===== config.mk =====
export PLATFORM = sky130hd
export DESIGN_NAME = msd_top
export DESIGN_NICKNAME = d
export VERILOG_FILES = /design/src/pkg/msd_pkg.sv /design/src/msd_reply.sv /design/src/msd_top.sv
export SDC_FILE = /design/constraint.sdc
export NUM_CORES = 1
export LEC_CHECK = 0
export BUFFER_PORTS_ARGS = -buffer_cell sky130_fd_sc_hd__buf_2
export CAP_MARGIN = 20
export CELL_PAD_IN_SITES_DETAIL_PLACEMENT = 1
export CELL_PAD_IN_SITES_GLOBAL_PLACEMENT = 2
export CORE_MARGIN = 2
export CORE_UTILIZATION = 31
export DETAILED_ROUTE_END_ITERATION = 10
export PLACE_DENSITY = 0.84
export SLEW_MARGIN = 20
export SYNTH_ARGS = -nofsm -noshare
export SYNTH_HDL_FRONTEND = slang
export SYNTH_SLANG_ARGS = --single-unit

===== constraint.sdc =====
create_clock -name CLOCK_IN -period 2.7 [get_ports CLOCK_IN]
set_input_delay 0.54 -clock CLOCK_IN [delete_from_list [all_inputs] [get_ports CLOCK_IN]]
set_output_delay 0.54 -clock CLOCK_IN [all_outputs]
set_load 0.05 [all_outputs]

===== src/pkg/msd_pkg.sv =====
package msd_pkg;

    // command characters
    localparam logic [7:0] CH_A  = 8'h41;
    localparam logic [7:0] CH_T  = 8'h54;
    localparam logic [7:0] CH_E  = 8'h45;
    localparam logic [7:0] CH_H  = 8'h48;
    localparam logic [7:0] CH_I  = 8'h49;
    localparam logic [7:0] CH_L  = 8'h4C;
    localparam logic [7:0] CH_M  = 8'h4D;
    localparam logic [7:0] CH_O  = 8'h4F;
    localparam logic [7:0] CH_K  = 8'h4B;
    localparam logic [7:0] CH_R  = 8'h52;
    localparam logic [7:0] CH_0  = 8'h30;
    localparam logic [7:0] CH_CR = 8'h0D;

    // register map, byte addresses
    localparam int         ADR_W    = 4;
    localparam logic [3:0] REG_CTRL = 4'h0;
    localparam logic [3:0] REG_STAT = 4'h4;

    // field positions
    localparam int CFG_W          = 6;
    localparam int STAT_DATA_BIT  = 0;
    localparam int STAT_HELD_BIT  = 1;
    localparam int STAT_SPK_BIT   = 2;
    localparam int STAT_ERR_BIT   = 3;
    localparam int STAT_LINE_BIT  = 4;

    // speaker levels
    localparam logic [1:0] VOL_LOW  = 2'h0;
    localparam logic [1:0] VOL_MED  = 2'h1;
    localparam logic [1:0] VOL_HIGH = 2'h2;

    typedef enum logic [1:0] {
        SPEAKER_DISABLED,
        SPEAKER_UNTIL_CARRIER,
        SPEAKER_WHILE_OFFHOOK,
        SPEAKER_AFTER_DIAL_UNTIL_CARRIER
    } msd_spk_t;

    typedef enum logic [1:0] {RK_OK, RK_ERROR, RK_PRODUCT, RK_CHECKSUM} msd_rkind_t;

    // settings word, same layout as the control register
    typedef struct packed {
        msd_spk_t   spk_mode;
        logic [1:0] volume;
        logic       off_hook;
        logic       echo;
    } msd_cfg_t;

    typedef struct packed {
        logic       valid;
        logic [7:0] data;
    } msd_char_t;

    localparam msd_cfg_t CFG_RST = '{spk_mode: SPEAKER_UNTIL_CARRIER, volume: VOL_MED,
                                     off_hook: 1'b0, echo: 1'b1};

    // reply lengths in characters
    localparam logic [2:0] LEN_OK    = 3'h3;
    localparam logic [2:0] LEN_ERROR = 3'h6;
    localparam logic [2:0] LEN_IDENT = 3'h7;

endpackage : msd_pkg


===== src/msd_reply.sv =====
`timescale 1ns/100ps
module msd_reply (
    input  wire logic                clk_in,    // system clock
    input  wire logic                rst_in,    // sync reset, high
    input  wire logic                start_in,  // begin a reply
    input  wire msd_pkg::msd_rkind_t kind_in,   // which reply
    input  wire logic [7:0]          value_in,  // ident value
    input  wire logic                take_in,   // current char consumed
    output msd_pkg::msd_char_t       char_out,  // current reply char
    output logic                     busy_out,  // reply in progress
    output logic                     first_out  // first char showing
);
    import msd_pkg::*;

    logic       active_ff;
    logic [2:0] idx_ff;
    msd_rkind_t kind_ff;
    logic [7:0] val_ff;

    function automatic logic [2:0] len_of(input msd_rkind_t k);
        case (k)
            RK_OK:    len_of = LEN_OK;
            RK_ERROR: len_of = LEN_ERROR;
            default:  len_of = LEN_IDENT;
        endcase
    endfunction : len_of

    // ident replies: three decimal digits, then the OK line
    function automatic logic [7:0] char_at(input msd_rkind_t k, input logic [2:0] i,
                                           input logic [7:0] v);
        case (k)
            RK_OK: begin
                case (i)
                    3'h0:    char_at = CH_O;
                    3'h1:    char_at = CH_K;
                    default: char_at = CH_CR;
                endcase
            end
            RK_ERROR: begin
                case (i)
                    3'h0:    char_at = CH_E;
                    3'h1:    char_at = CH_R;
                    3'h2:    char_at = CH_R;
                    3'h3:    char_at = CH_O;
                    3'h4:    char_at = CH_R;
                    default: char_at = CH_CR;
                endcase
            end
            default: begin
                case (i)
                    3'h0:    char_at = CH_0 + v / 8'h64;
                    3'h1:    char_at = CH_0 + (v / 8'h0A) % 8'h0A;
                    3'h2:    char_at = CH_0 + v % 8'h0A;
                    3'h4:    char_at = CH_O;
                    3'h5:    char_at = CH_K;
                    default: char_at = CH_CR;
                endcase
            end
        endcase
    endfunction : char_at

    // sequencer; a new start overrides, the caller never overlaps them
    always_ff @(posedge clk_in) begin
        if (rst_in) begin
            active_ff <= 1'b0;
            idx_ff    <= 3'h0;
            kind_ff   <= RK_OK;
            val_ff    <= 8'h00;
        end else if (start_in) begin
            active_ff <= 1'b1;
            idx_ff    <= 3'h0;
            kind_ff   <= kind_in;
            val_ff    <= value_in;
        end else if (active_ff && take_in) begin
            if (idx_ff == len_of(kind_ff) - 3'h1) begin
                active_ff <= 1'b0;
            end
            idx_ff <= idx_ff + 3'h1;
        end
    end

    assign char_out  = '{valid: active_ff, data: char_at(kind_ff, idx_ff, val_ff)};
    assign busy_out  = active_ff;
    assign first_out = (idx_ff == 3'h0);

endmodule : msd_reply


===== src/msd_top.sv =====
// Local design decisions: register access over Wishbone and the address map.
`timescale 1ns/100ps
// Function
// - In command state every received character is echoed back while echo is on, reset on.
// - The hook command value zero puts the line on hook, one off hook, on hook after reset.
// - Ident value zero replies the product code, one the checksum, two only OK.
// - Volume values zero and one give low, two medium, three high, medium after reset.
// - Speaker mode zero is off, one on until carrier, two on while off hook, one at reset.
// - Speaker mode three mutes during dialing, sounds after it, mutes once carrier is seen.
// - The online command resumes data mode for a call left through the escape sequence.
// - The online command value zero while on hook takes the line off hook and starts originate mode.
// - Online value one resumes the call and asks for a retrain, only at 2400 bps.
module msd_top #(
    parameter logic [7:0] PRODUCT_CODE  = 8'h2A,  // arbitrary value
    parameter logic [7:0] CHECKSUM_CODE = 8'h5C   // arbitrary value
) (
    input  wire logic                      CLOCK_IN,       // 125 MHz clock
    input  wire logic                      SYS_RST_IN,     // sync reset, high
    input  wire logic [msd_pkg::ADR_W-1:0] WB_ADR_IN,      // byte address
    input  wire logic [31:0]               WB_DAT_IN,      // write data
    input  wire logic [3:0]                WB_SEL_IN,      // byte lanes
    input  wire logic                      WB_WE_IN,       // write request
    input  wire logic                      WB_CYC_IN,      // bus cycle
    input  wire logic                      WB_STB_IN,      // strobe
    output logic [31:0]                    WB_DAT_OUT,     // read data
    output logic                           WB_ACK_OUT,     // acknowledge
    input  wire logic                      RX_VALID_IN,    // host char offered
    input  wire logic [7:0]                RX_CHAR_IN,     // host char
    output logic                           RX_READY_OUT,   // char accepted
    output logic                           TX_VALID_OUT,   // char to host
    output logic [7:0]                     TX_CHAR_OUT,    // echo or reply char
    input  wire logic                      TX_READY_IN,    // host took char
    input  wire logic                      ESCAPE_IN,      // escape seen, pulse
    input  wire logic                      CARRIER_IN,     // carrier detected
    input  wire logic                      DIALING_IN,     // dialer busy
    input  wire logic                      RATE_2400_IN,   // link at 2400 bps
    output logic                           OFF_HOOK_OUT,   // line switch off hook
    output logic                           SPEAKER_ON_OUT, // speaker gate
    output logic [1:0]                     VOLUME_OUT,     // speaker level
    output logic                           DATA_MODE_OUT,  // online data mode
    output logic                           ORIGINATE_OUT,  // originate start, pulse
    output logic                           RETRAIN_OUT     // retrain request, pulse
);
    import msd_pkg::*;

    typedef enum {ST_IDLE, ST_GOT_A, ST_CMD, ST_REPLY} msd_state_t;

    msd_state_t st_ff, nxt_st;
    msd_cfg_t   cfg_ff, ex_cfg;
    msd_rkind_t kind_ff, ex_kind, rep_kind;
    msd_char_t  rep_ch;
    logic [7:0] pend_ff, nxt_pend, ex_letter, up_ch, tx_char_ff;
    logic [3:0] ex_val;
    logic [31:0] rd_word, dat_ff;
    logic       ex_en, ex_err, ex_online, ex_orig, ex_retrain;
    logic       err_ff, go_online_ff, orig_ff, retrain_ff;
    logic       data_mode_ff, held_ff, speaker_ff, orig_out_ff, retrain_out_ff;
    logic       tx_valid_ff, rx_ready_ff, ack_ff;
    logic       rx_take, echo_now, tx_free, rep_take, rep_start, rep_busy, rep_first;
    logic       line_start, line_end, wb_req, wb_wr;

    function automatic logic [7:0] to_upper(input logic [7:0] c);
        to_upper = (c >= 8'h61 && c <= 8'h7A) ? (c & 8'hDF) : c;
    endfunction : to_upper

    function automatic logic hits(input logic [ADR_W-1:0] adr, input logic [ADR_W-1:0] off);
        hits = (adr == off);
    endfunction : hits

    assign rx_take  = RX_VALID_IN && rx_ready_ff;
    assign echo_now = !data_mode_ff && cfg_ff.echo;
    assign tx_free  = !tx_valid_ff || TX_READY_IN;
    assign rep_take = rep_ch.valid && tx_free && !rx_take;
    assign up_ch    = to_upper(RX_CHAR_IN);
    assign line_end = (st_ff == ST_REPLY) && !rep_busy;

    // line parser; letters of other command groups pass silently
    always_comb begin
        nxt_st     = st_ff;
        nxt_pend   = pend_ff;
        ex_en      = 1'b0;
        ex_letter  = pend_ff;
        ex_val     = 4'h0;
        rep_start  = 1'b0;
        line_start = 1'b0;
        if (rx_take && !data_mode_ff) begin
            case (st_ff)
                ST_IDLE: begin
                    if (up_ch == CH_A) nxt_st = ST_GOT_A;
                end
                ST_GOT_A: begin
                    if (up_ch == CH_T) begin
                        nxt_st     = ST_CMD;
                        nxt_pend   = 8'h00;
                        line_start = 1'b1;
                    end else if (up_ch != CH_A) begin
                        nxt_st = ST_IDLE;
                    end
                end
                ST_CMD: begin
                    if (RX_CHAR_IN >= CH_0 && RX_CHAR_IN <= 8'h39 && pend_ff != 8'h00) begin
                        ex_en    = 1'b1;
                        ex_val   = RX_CHAR_IN[3:0];
                        nxt_pend = 8'h00;
                    end else if (RX_CHAR_IN == CH_CR) begin
                        ex_en     = (pend_ff != 8'h00);
                        nxt_pend  = 8'h00;
                        rep_start = 1'b1;
                        nxt_st    = ST_REPLY;
                    end else if (up_ch == CH_E || up_ch == CH_H || up_ch == CH_I ||
                                 up_ch == CH_L || up_ch == CH_M || up_ch == CH_O) begin
                        ex_en    = (pend_ff != 8'h00);
                        nxt_pend = up_ch;
                    end
                end
                default: ;
            endcase
        end
        if (line_end) nxt_st = ST_IDLE;
    end

    // one command with its value; a missing value counts as zero
    always_comb begin
        ex_cfg     = cfg_ff;
        ex_err     = 1'b0;
        ex_kind    = kind_ff;
        ex_online  = 1'b0;
        ex_orig    = 1'b0;
        ex_retrain = 1'b0;
        case (ex_letter)
            CH_E: begin
                if (ex_val <= 4'h1) ex_cfg.echo = ex_val[0];
                else ex_err = 1'b1;
            end
            CH_H: begin
                if (ex_val <= 4'h1) ex_cfg.off_hook = ex_val[0];
                else ex_err = 1'b1;
            end
            CH_I: begin
                case (ex_val)
                    4'h0:    ex_kind = RK_PRODUCT;
                    4'h1:    ex_kind = RK_CHECKSUM;
                    4'h2:    ex_kind = RK_OK;
                    default: ex_err = 1'b1;
                endcase
            end
            CH_L: begin
                if (ex_val <= 4'h1) ex_cfg.volume = VOL_LOW;
                else if (ex_val == 4'h2) ex_cfg.volume = VOL_MED;
                else if (ex_val == 4'h3) ex_cfg.volume = VOL_HIGH;
                else ex_err = 1'b1;
            end
            CH_M: begin
                if (ex_val <= 4'h3) ex_cfg.spk_mode = msd_spk_t'(ex_val[1:0]);
                else ex_err = 1'b1;
            end
            CH_O: begin
                if (ex_val == 4'h0 && !cfg_ff.off_hook) begin
                    ex_cfg.off_hook = 1'b1;
                    ex_online       = 1'b1;
                    ex_orig         = 1'b1;
                end else if (ex_val <= 4'h1 && held_ff) begin
                    ex_online  = 1'b1;
                    ex_retrain = ex_val[0] && RATE_2400_IN;
                end else begin
                    ex_err = 1'b1;
                end
            end
            default: ;
        endcase
    end

    // an error anywhere on the line turns the reply into an error reply
    assign rep_kind = (err_ff || (ex_en && ex_err)) ? RK_ERROR : (ex_en ? ex_kind : kind_ff);

    always_ff @(posedge CLOCK_IN) begin
        if (SYS_RST_IN) begin
            st_ff   <= ST_IDLE;
            pend_ff <= 8'h00;
        end else begin
            st_ff   <= nxt_st;
            pend_ff <= nxt_pend;
        end
    end

    // per-line results, cleared as the next line opens
    always_ff @(posedge CLOCK_IN) begin
        if (SYS_RST_IN || line_start) begin
            err_ff       <= 1'b0;
            kind_ff      <= RK_OK;
            go_online_ff <= 1'b0;
            orig_ff      <= 1'b0;
            retrain_ff   <= 1'b0;
        end else if (ex_en) begin
            err_ff       <= err_ff | ex_err;
            kind_ff      <= ex_kind;
            go_online_ff <= go_online_ff | ex_online;
            orig_ff      <= orig_ff | ex_orig;
            retrain_ff   <= retrain_ff | ex_retrain;
        end
    end

    // settings; a command wins over a bus write in the same cycle
    always_ff @(posedge CLOCK_IN) begin
        if (SYS_RST_IN) begin
            cfg_ff <= CFG_RST;
        end else if (ex_en) begin
            if (!ex_err) cfg_ff <= ex_cfg;
        end else if (wb_wr && hits(WB_ADR_IN, REG_CTRL) && WB_SEL_IN[0]) begin
            cfg_ff <= msd_cfg_t'(WB_DAT_IN[CFG_W-1:0]);
        end
    end

    // call state; actions wait for the reply so the host sees OK first
    always_ff @(posedge CLOCK_IN) begin
        if (SYS_RST_IN) begin
            data_mode_ff   <= 1'b0;
            held_ff        <= 1'b0;
            orig_out_ff    <= 1'b0;
            retrain_out_ff <= 1'b0;
        end else begin
            orig_out_ff    <= line_end && go_online_ff && orig_ff && !err_ff;
            retrain_out_ff <= line_end && go_online_ff && retrain_ff && !err_ff;
            if (data_mode_ff && ESCAPE_IN) begin
                data_mode_ff <= 1'b0;
                held_ff      <= 1'b1;
            end else if (line_end && go_online_ff && !err_ff) begin
                data_mode_ff <= 1'b1;
                held_ff      <= 1'b0;
            end else if (!cfg_ff.off_hook) begin
                held_ff <= 1'b0;
            end
        end
    end

    // speaker gate by mode
    always_ff @(posedge CLOCK_IN) begin
        if (SYS_RST_IN) begin
            speaker_ff <= 1'b0;
        end else begin
            case (cfg_ff.spk_mode)
                SPEAKER_DISABLED:      speaker_ff <= 1'b0;
                SPEAKER_UNTIL_CARRIER: speaker_ff <= cfg_ff.off_hook && !CARRIER_IN;
                SPEAKER_WHILE_OFFHOOK: speaker_ff <= cfg_ff.off_hook;
                default: speaker_ff <= cfg_ff.off_hook && !DIALING_IN && !CARRIER_IN;
            endcase
        end
    end

    msd_reply msd_reply_i (
        .clk_in   (CLOCK_IN),
        .rst_in   (SYS_RST_IN),
        .start_in (rep_start),
        .kind_in  (rep_kind),
        .value_in ((rep_kind == RK_CHECKSUM) ? CHECKSUM_CODE : PRODUCT_CODE),
        .take_in  (rep_take),
        .char_out (rep_ch),
        .busy_out (rep_busy),
        .first_out(rep_first)
    );

    // host stream; echo has the slot, reply chars fill it otherwise
    always_ff @(posedge CLOCK_IN) begin
        if (SYS_RST_IN) begin
            tx_valid_ff <= 1'b0;
            tx_char_ff  <= 8'h00;
            rx_ready_ff <= 1'b0;
        end else begin
            if (rx_take && echo_now) begin
                tx_valid_ff <= 1'b1;
                tx_char_ff  <= RX_CHAR_IN;
            end else if (rep_take) begin
                tx_valid_ff <= 1'b1;
                tx_char_ff  <= rep_ch.data;
            end else if (TX_READY_IN) begin
                tx_valid_ff <= 1'b0;
            end
            // one char at a time, so an echo never needs a buffer
            rx_ready_ff <= !rx_take && !(tx_valid_ff && !TX_READY_IN) && !rep_start &&
                           !rep_busy && nxt_st != ST_REPLY;
        end
    end

    // wishbone slave: ack one cycle after the strobe, write at the ack edge
    assign wb_req = WB_CYC_IN && WB_STB_IN;
    assign wb_wr  = wb_req && WB_WE_IN && ack_ff;

    always_comb begin
        rd_word = 32'h0000_0000;
        if (hits(WB_ADR_IN, REG_CTRL)) begin
            rd_word[CFG_W-1:0] = cfg_ff;
        end else if (hits(WB_ADR_IN, REG_STAT)) begin
            rd_word[STAT_DATA_BIT] = data_mode_ff;
            rd_word[STAT_HELD_BIT] = held_ff;
            rd_word[STAT_SPK_BIT]  = speaker_ff;
            rd_word[STAT_ERR_BIT]  = err_ff;
            rd_word[STAT_LINE_BIT] = (st_ff == ST_CMD);
        end
    end

    always_ff @(posedge CLOCK_IN) begin
        if (SYS_RST_IN) begin
            ack_ff <= 1'b0;
            dat_ff <= 32'h0000_0000;
        end else begin
            ack_ff <= wb_req && !ack_ff;
            if (wb_req && !ack_ff) dat_ff <= rd_word;
        end
    end

    assign WB_ACK_OUT     = ack_ff;
    assign WB_DAT_OUT     = dat_ff;
    assign RX_READY_OUT   = rx_ready_ff;
    assign TX_VALID_OUT   = tx_valid_ff;
    assign TX_CHAR_OUT    = tx_char_ff;
    assign OFF_HOOK_OUT   = cfg_ff.off_hook;
    assign SPEAKER_ON_OUT = speaker_ff;
    assign VOLUME_OUT     = cfg_ff.volume;
    assign DATA_MODE_OUT  = data_mode_ff;
    assign ORIGINATE_OUT  = orig_out_ff;
    assign RETRAIN_OUT    = retrain_out_ff;
endmodule : msd_top


Yosys cells after proc, flatten, opt, wreduce, memory -nomap -nowiden
Index checks and enable logic that the tools add are counted.

storage, ports and cells
  register bits after elaboration = 88
  input port bits = 59
  output and inout port bits = 50
  word-level logic and storage cells = 259

cells by class
  add/subtract/negate cells = 5
  divide/modulo/power cells = 4
  $lt $le $gt $ge = 6
  equality and inequality tests = 48
  muxes and demuxes = 87
  bitwise logic cells = 4
  reduce and logical (&&, ||, !) cells = 80

operator list
  cell                   count
  $mux W32               7
  $eq A8 B7 Y1 const B   14
  $pmux W32 S3           1
  $eq A32 B3 Y1 const B  2
  $mux W8                6
  $mux W1                41
  $pmux W8 S5            1
  $logic_and A1 B1 Y1    36
  $eq A32 B1 Y1 const B  1
  $eq A32 B2 Y1 const B  1
  $logic_not A32 Y1      1
  $ne A32 B3 Y1 const B  1
  $pmux W8 S2            2
  $add A6 B8 Y8 const A  3
  $mux W6                4
  $pmux W7 S3            1
  $mux W2                9
  $mod A8 B4 Y8 const B  2
  $reduce_and A4 Y1      4
  $pmux W7 S2            1
  $logic_not A1 Y1       12
  $mux W4                3
  $mux W5                2
  $ne A2 B1 Y1 const B   5
  other kinds (45)       74

Logic depth before layout (Yosys ltp)
  depth after elaboration = 19
  mapped depth = 10
  gate-level depth less buffers = 9

Modules after synthesis
From an unflattened synthesis, not the netlist that was laid out.

unflattened totals
  cells, all modules = 722
  area, all modules = 5,761.8 sq um

modules (own cells, without submodules)
  module     instances  cells each  area an instance (sq um)  sequential area each (sq um)
  msd_top    1          420         3,664.8                   1,481.4
  msd_reply  1          302         2,097.0                   280.3

Least setup slack after synthesis
Ideal clock, no wire load.

  path type = reg2reg
  start point = register rx_ready_ff, in the netlist RX_READY_OUT
  end point = register cfg_ff (netlist bit VOLUME_OUT[0])
  library setup time = 0.115 ns
  arrival = 2.263 ns
  data required time = 2.585 ns
  setup slack = 0.322 ns
  cell stages (with the launch flop) = 9
  path buffers = 1
  clock period less this slack = 2.378 ns
  path through = dfxtp_1 and3b_1 and2_2 nor4b_1 and3_2 clkbuf_4 nor2b_1 or3_1 a31o_1

between the ends
  cells in the longest elaborated chain, start to end = 10
  elaborated cells between the ends (all ways) = 32
  those cells by class = order compare (2); eq/ne (6); mux (16); reduce/logical (8)

RTL lines
  element                                         line                            RTL
  from (decl)                                     msd_top.sv:58                   logic tx_valid_ff, rx_ready_ff, ack_ff;
  from (signal assigned)                          msd_top.sv:279                  rx_ready_ff <= !rx_take && !(tx_valid_ff && !TX_READY_IN) && !rep_start &&
  $logic_and A1 B1 Y1 *                           msd_top.sv:70                   assign rx_take = RX_VALID_IN && rx_ready_ff;
  $logic_and A1 B1 Y1 *                           msd_top.sv:86                   if (rx_take && !data_mode_ff) begin
  $mux W4                                         msd_top.sv:86
  $le A4 B1 Y1 or $eq A4 B2 Y1 (tied branches)    --
  $logic_and A1 B1 Y1 or $mux W1 (tied branches)  msd_top.sv:162, msd_top.sv:150
  $mux W1 (on tied branches)                      msd_top.sv:162, msd_top.sv:149
  $mux W1 (on tied branches)                      msd_top.sv:158, msd_top.sv:148
  $pmux W1 S5                                     msd_top.sv:130                  case (ex_letter)
  $ne A2 B2 Y1 (no line)                          --
  $reduce_and A4 Y1 (no line)                     --
  to (signal assigned)                            msd_top.sv:208                  if (!ex_err) cfg_ff <= ex_cfg;
  to (signal assigned)                            msd_top.sv:210                  cfg_ff <= msd_cfg_t'(WB_DAT_IN[CFG_W-1:0]);
  to (decl)                                       msd_top.sv:49                   msd_cfg_t cfg_ff, ex_cfg;

Mark *: on every way between the ends. The rest lies on a longest branch, timed or not. The select of a mux whose other input is x is not followed.
A chain may end at the register's enable or synchronous reset.

Final worst setup path
  start point = register pend_ff[4], in the netlist ex_letter[4]
  end point = register cfg_ff (netlist bit VOLUME_OUT[0])

between the ends
  cells in the longest elaborated chain, start to end = 12
  elaborated cells between the ends (all ways) = 45
  those cells by class = order compare (2); eq/ne (12); mux (22); reduce/logical (9)

RTL lines
  element                                         line                                            RTL
  from (decl)                                     msd_top.sv:52                                   logic [7:0] pend_ff, nxt_pend, ex_letter, up_ch, tx_char_ff;
  from (signal assigned)                          msd_top.sv:182                                  pend_ff <= nxt_pend;
  $reduce_bool A8 Y1                              msd_top.sv:101, msd_top.sv:106, msd_top.sv:112
  $logic_and A1 B1 Y1                             msd_top.sv:101                                  if (RX_CHAR_IN >= CH_0 && RX_CHAR_IN <= 8'h39 && pend_ff != 8'h00) begin
  $mux W4                                         msd_top.sv:101
  $mux W4                                         msd_top.sv:87                                   case (st_ff)
  $mux W4                                         msd_top.sv:86
  $le A4 B1 Y1 or $eq A4 B2 Y1 (tied branches)    --
  $logic_and A1 B1 Y1 or $mux W1 (tied branches)  msd_top.sv:162, msd_top.sv:150
  $mux W1 (on tied branches)                      msd_top.sv:162, msd_top.sv:149
  $mux W1 (on tied branches)                      msd_top.sv:158, msd_top.sv:148
  $pmux W1 S5                                     msd_top.sv:130
  $ne A2 B2 Y1 (no line)                          --
  $reduce_and A4 Y1 (no line)                     --

Several ways; a longest one is shown, not always the timed one. The select of a mux whose other input is x is not followed.

==> metrics.md <==
| Metric | Value |
|---|---|
| CTS tree | `done` |
| Postcts setup bufs | `0` |
| Cell with the most instances after synthesis | `dfxtp_1` |
| Synthesis-to-finish area growth | `16.1%` |
| Initial antenna violation count | `0` |
| Area contributors post-synth | `dfxtp_1 (38%), nor2b_1 (5.6%), buf_4 (5.2%)` |
| Final setup violation count | `0` |
| Area leader, netlist | `dfxtp_1` |
| Die height | `122 um` |
| Worst-Margin Slew | `0.543 ns` |
| Async SR Flop Fraction | `0%` |
| ANT nets after route | `0` |
| Max cap viols | `0` |
| Flops & latches, synth | `83` |
| Clock transition at the registers of the reported paths | `0.06 ns` |
| Setup Skew | `0.00614 ns` |
| Drt pass-1 iters | `5` |
| EDFF count, synth | `0` |
| N_diodes | `0` |
| Crit Path Class | `register to register` |
| Achievable Freq | `0.406 GHz` |
| Sequential-to-total area share from yosys stat | `38.2%` |
| CTS Hold Bufs | `0` |
| Syn_area_per_cell | `8.44 sq um` |
| CTS Buffer Depth | `2` |
| Die Area | `15000 sq um` |
| Ys flop type | `dfxtp_1` |
| Largest net degree at the start of global routing | `38` |
| Critical Path End Type | `register` |
| Worst path arrival time | `2.70 ns` |
| CTS resizes | `0` |
| Die X | `122 um` |
| Starting density of the core | `31.6%` |
| First-iteration detailed-routing DRC count | `252` |
| CTS root buf | `clkbuf_16` |
| Via-to-Cell Ratio | `5.16` |
| Setup slack on the worst flop-to-flop path | `0.24 ns` |
| Final Slew Violations | `0` |
| RSZ-0062 raised after global routing | `no` |
| Tmin final | `2.46 ns` |
| Drt drc | `0` |
| Synthesis Warnings | `0` |
| HPWL after DPL | `9090 um` |
| Clock Sinks | `83` |
| Total gr overflow | `0` |
| Mapped Cells | `515` |
| Synthesized area | `4350 sq um` |
| Hold Vio Cnt, Final | `0` |
| Hold Path Class | `input port to register` |
| Power Dens Cells | `540 nW/um^2` |
| Commonest cells post-synth | `dfxtp_1 (83), nor2_1 (53), nand2_1 (43)` |
| Core Rows | `43` |
| Post-route setup TNS | `0 ns` |
| VDD IR max | `306 uV` |
| Startpoint types | `register` |
| IO buf count | `53` |
| Leak pwr | `0.00203 uW` |
| Nets | `639` |
| CP Max Fanout | `10` |
| CTS H-tree depth | `3` |
| Via count | `3919` |
| WL/cell | `16.1 um` |
| Status | `finished clean` |
| I/O pins | `109` |
| Core Region | `13800 sq um` |
| Share of cells above drive strength 1 | `20.0%` |
| Yosys top cell area share | `38.2%` |
| Util after Layout | `36.6%` |
| Relative slew margins | `63.7%` |
| Req. time, crit path | `2.94 ns` |
| CTS Buf Count | `9` |
| Global-route usage over all layers | `16.9%` |
| Vias in the first global route | `3850` |
| Pwr Total | `2730 uW` |
| Final period util | `91.1%` |
| Final WL | `12200 um` |
| First-pass GRT wire length | `19600 um` |
| Routability cong. | `0.827` |
| Clock latency on the worst-skew pair | `0.35 ns` |
| Post-synthesis cell type count | `72` |
-- report_power, final --
group	total, uW	internal, uW	switching (uW)
clock network	1240	713	529
logic	245	55.2	190
registers	1240	1230	5.35
-- worst paths after layout --
| check | from | to | cells after the start |
|---|---|---|---|
| max | ex_letter[4]$_SDFFE_PP0P_ | VOLUME_OUT[0]$_SDFFE_PP1P_ | 7 |
| min | ESCAPE_IN | held_ff$_SDFFE_PP0P_ | 3 |
| max reg2reg | ex_letter[4]$_SDFFE_PP0P_ | VOLUME_OUT[0]$_SDFFE_PP1P_ | 7 |
| min reg2reg | go_online_ff$_SDFFE_PP0P_ | go_online_ff$_SDFFE_PP0P_ | 2 |
-- cell families after synthesis --
logic type                 Yosys count  share of synthesized area [%]
adders and majority gates            5                           1.44
buffers and inverters               67                           9.95
muxes                                8                           1.84
other                                1                         0.0862
DFF                                 83                           38.2
and+or+nand+nor                    236                           29.9
AOI/OAI and AO/OA                  114                           18.4
xor gates and xnor gates             1                          0.201
-- critical path: stages, from the launching register on --
cell	delay (ns)
dfxtp_1	0.32
nor3_1	0.32
nand3_1	0.25
and2b_2	0.34
and3_2	0.27
a2111oi_4	0.46
o221ai_2	0.16
a31o_1	0.23
-- area by class of cell --
type                            count  area, sq um
Clock buffer                        9          225
Clock inverter                      6         65.1
Fill cell                        1673         8730
Inverter                           11         41.3
Multi-Input combinational cell    390         2350
Sequential cell                    83         1660
Tap cell                          180          225
Timing Repair Buffer               80          480
-- metrics by stage --
step	instances	hold WS (ns)	worst slack [ns]	instance area, sq um
floorplan	540	0.429	0.322	4440
global placement	742	0.439	0.130	4730
detailed placement	742	0.449	0.0871	4730
CTS	757	0.454	0.114	5020
global route	759	0.463	0.0408	5050
finish	759	0.451	0.240	5050
-- flip-flops by register name (all words and copies together) (netlist names) --
signal,count
VOLUME_OUT,2
retrain_ff,1
TX_VALID_OUT,1
orig_ff,1
RX_READY_OUT,1
ex_letter,8
msd_reply_i.kind_ff,2
DATA_MODE_OUT,1
WB_DAT_OUT,6
OFF_HOOK_OUT,1
err_ff,1
SPEAKER_ON_OUT,1
held_ff,1
cfg_ff,3
st_ff,32
go_online_ff,1
msd_reply_i.idx_ff,3
TX_CHAR_OUT,8
ORIGINATE_OUT,1
kind_ff,2
RETRAIN_OUT,1
WB_ACK_OUT,1
msd_reply_i.val_ff,3
msd_reply_i.busy_out,1
-- per-layer routing --
metal / GRT usage, % / routed length (um)
met1: 21.3 / 5670
met2: 27.6 / 5780
met3: 4.41 / 513
met4: 6.18 / 267
met5: 0 / 0
-- cells in the final DEF, fill, tap and decap left out, types with 4 or more instances in the layout --
cell type and count:
dfxtp_1 83, nor2_1 53, buf_2 53, nand2_1 43, nor2b_1 39, a21oi_1 30
conb_1 26, buf_4 26, o21ai_0 17, nand3_1 17, nor3_1 12, nand2b_1 12
inv_1 11, a22oi_1 11, clkbuf_16 9, nand4_1 8, nor4_1 8, mux2i_1 8
and2_1 6, a31oi_1 6, o21a_1 5, or2_2 5, ha_1 5, and3b_1 4
a211oi_1 4, a41oi_1 4
Note: power is estimated with default switching activity, not from simulation.
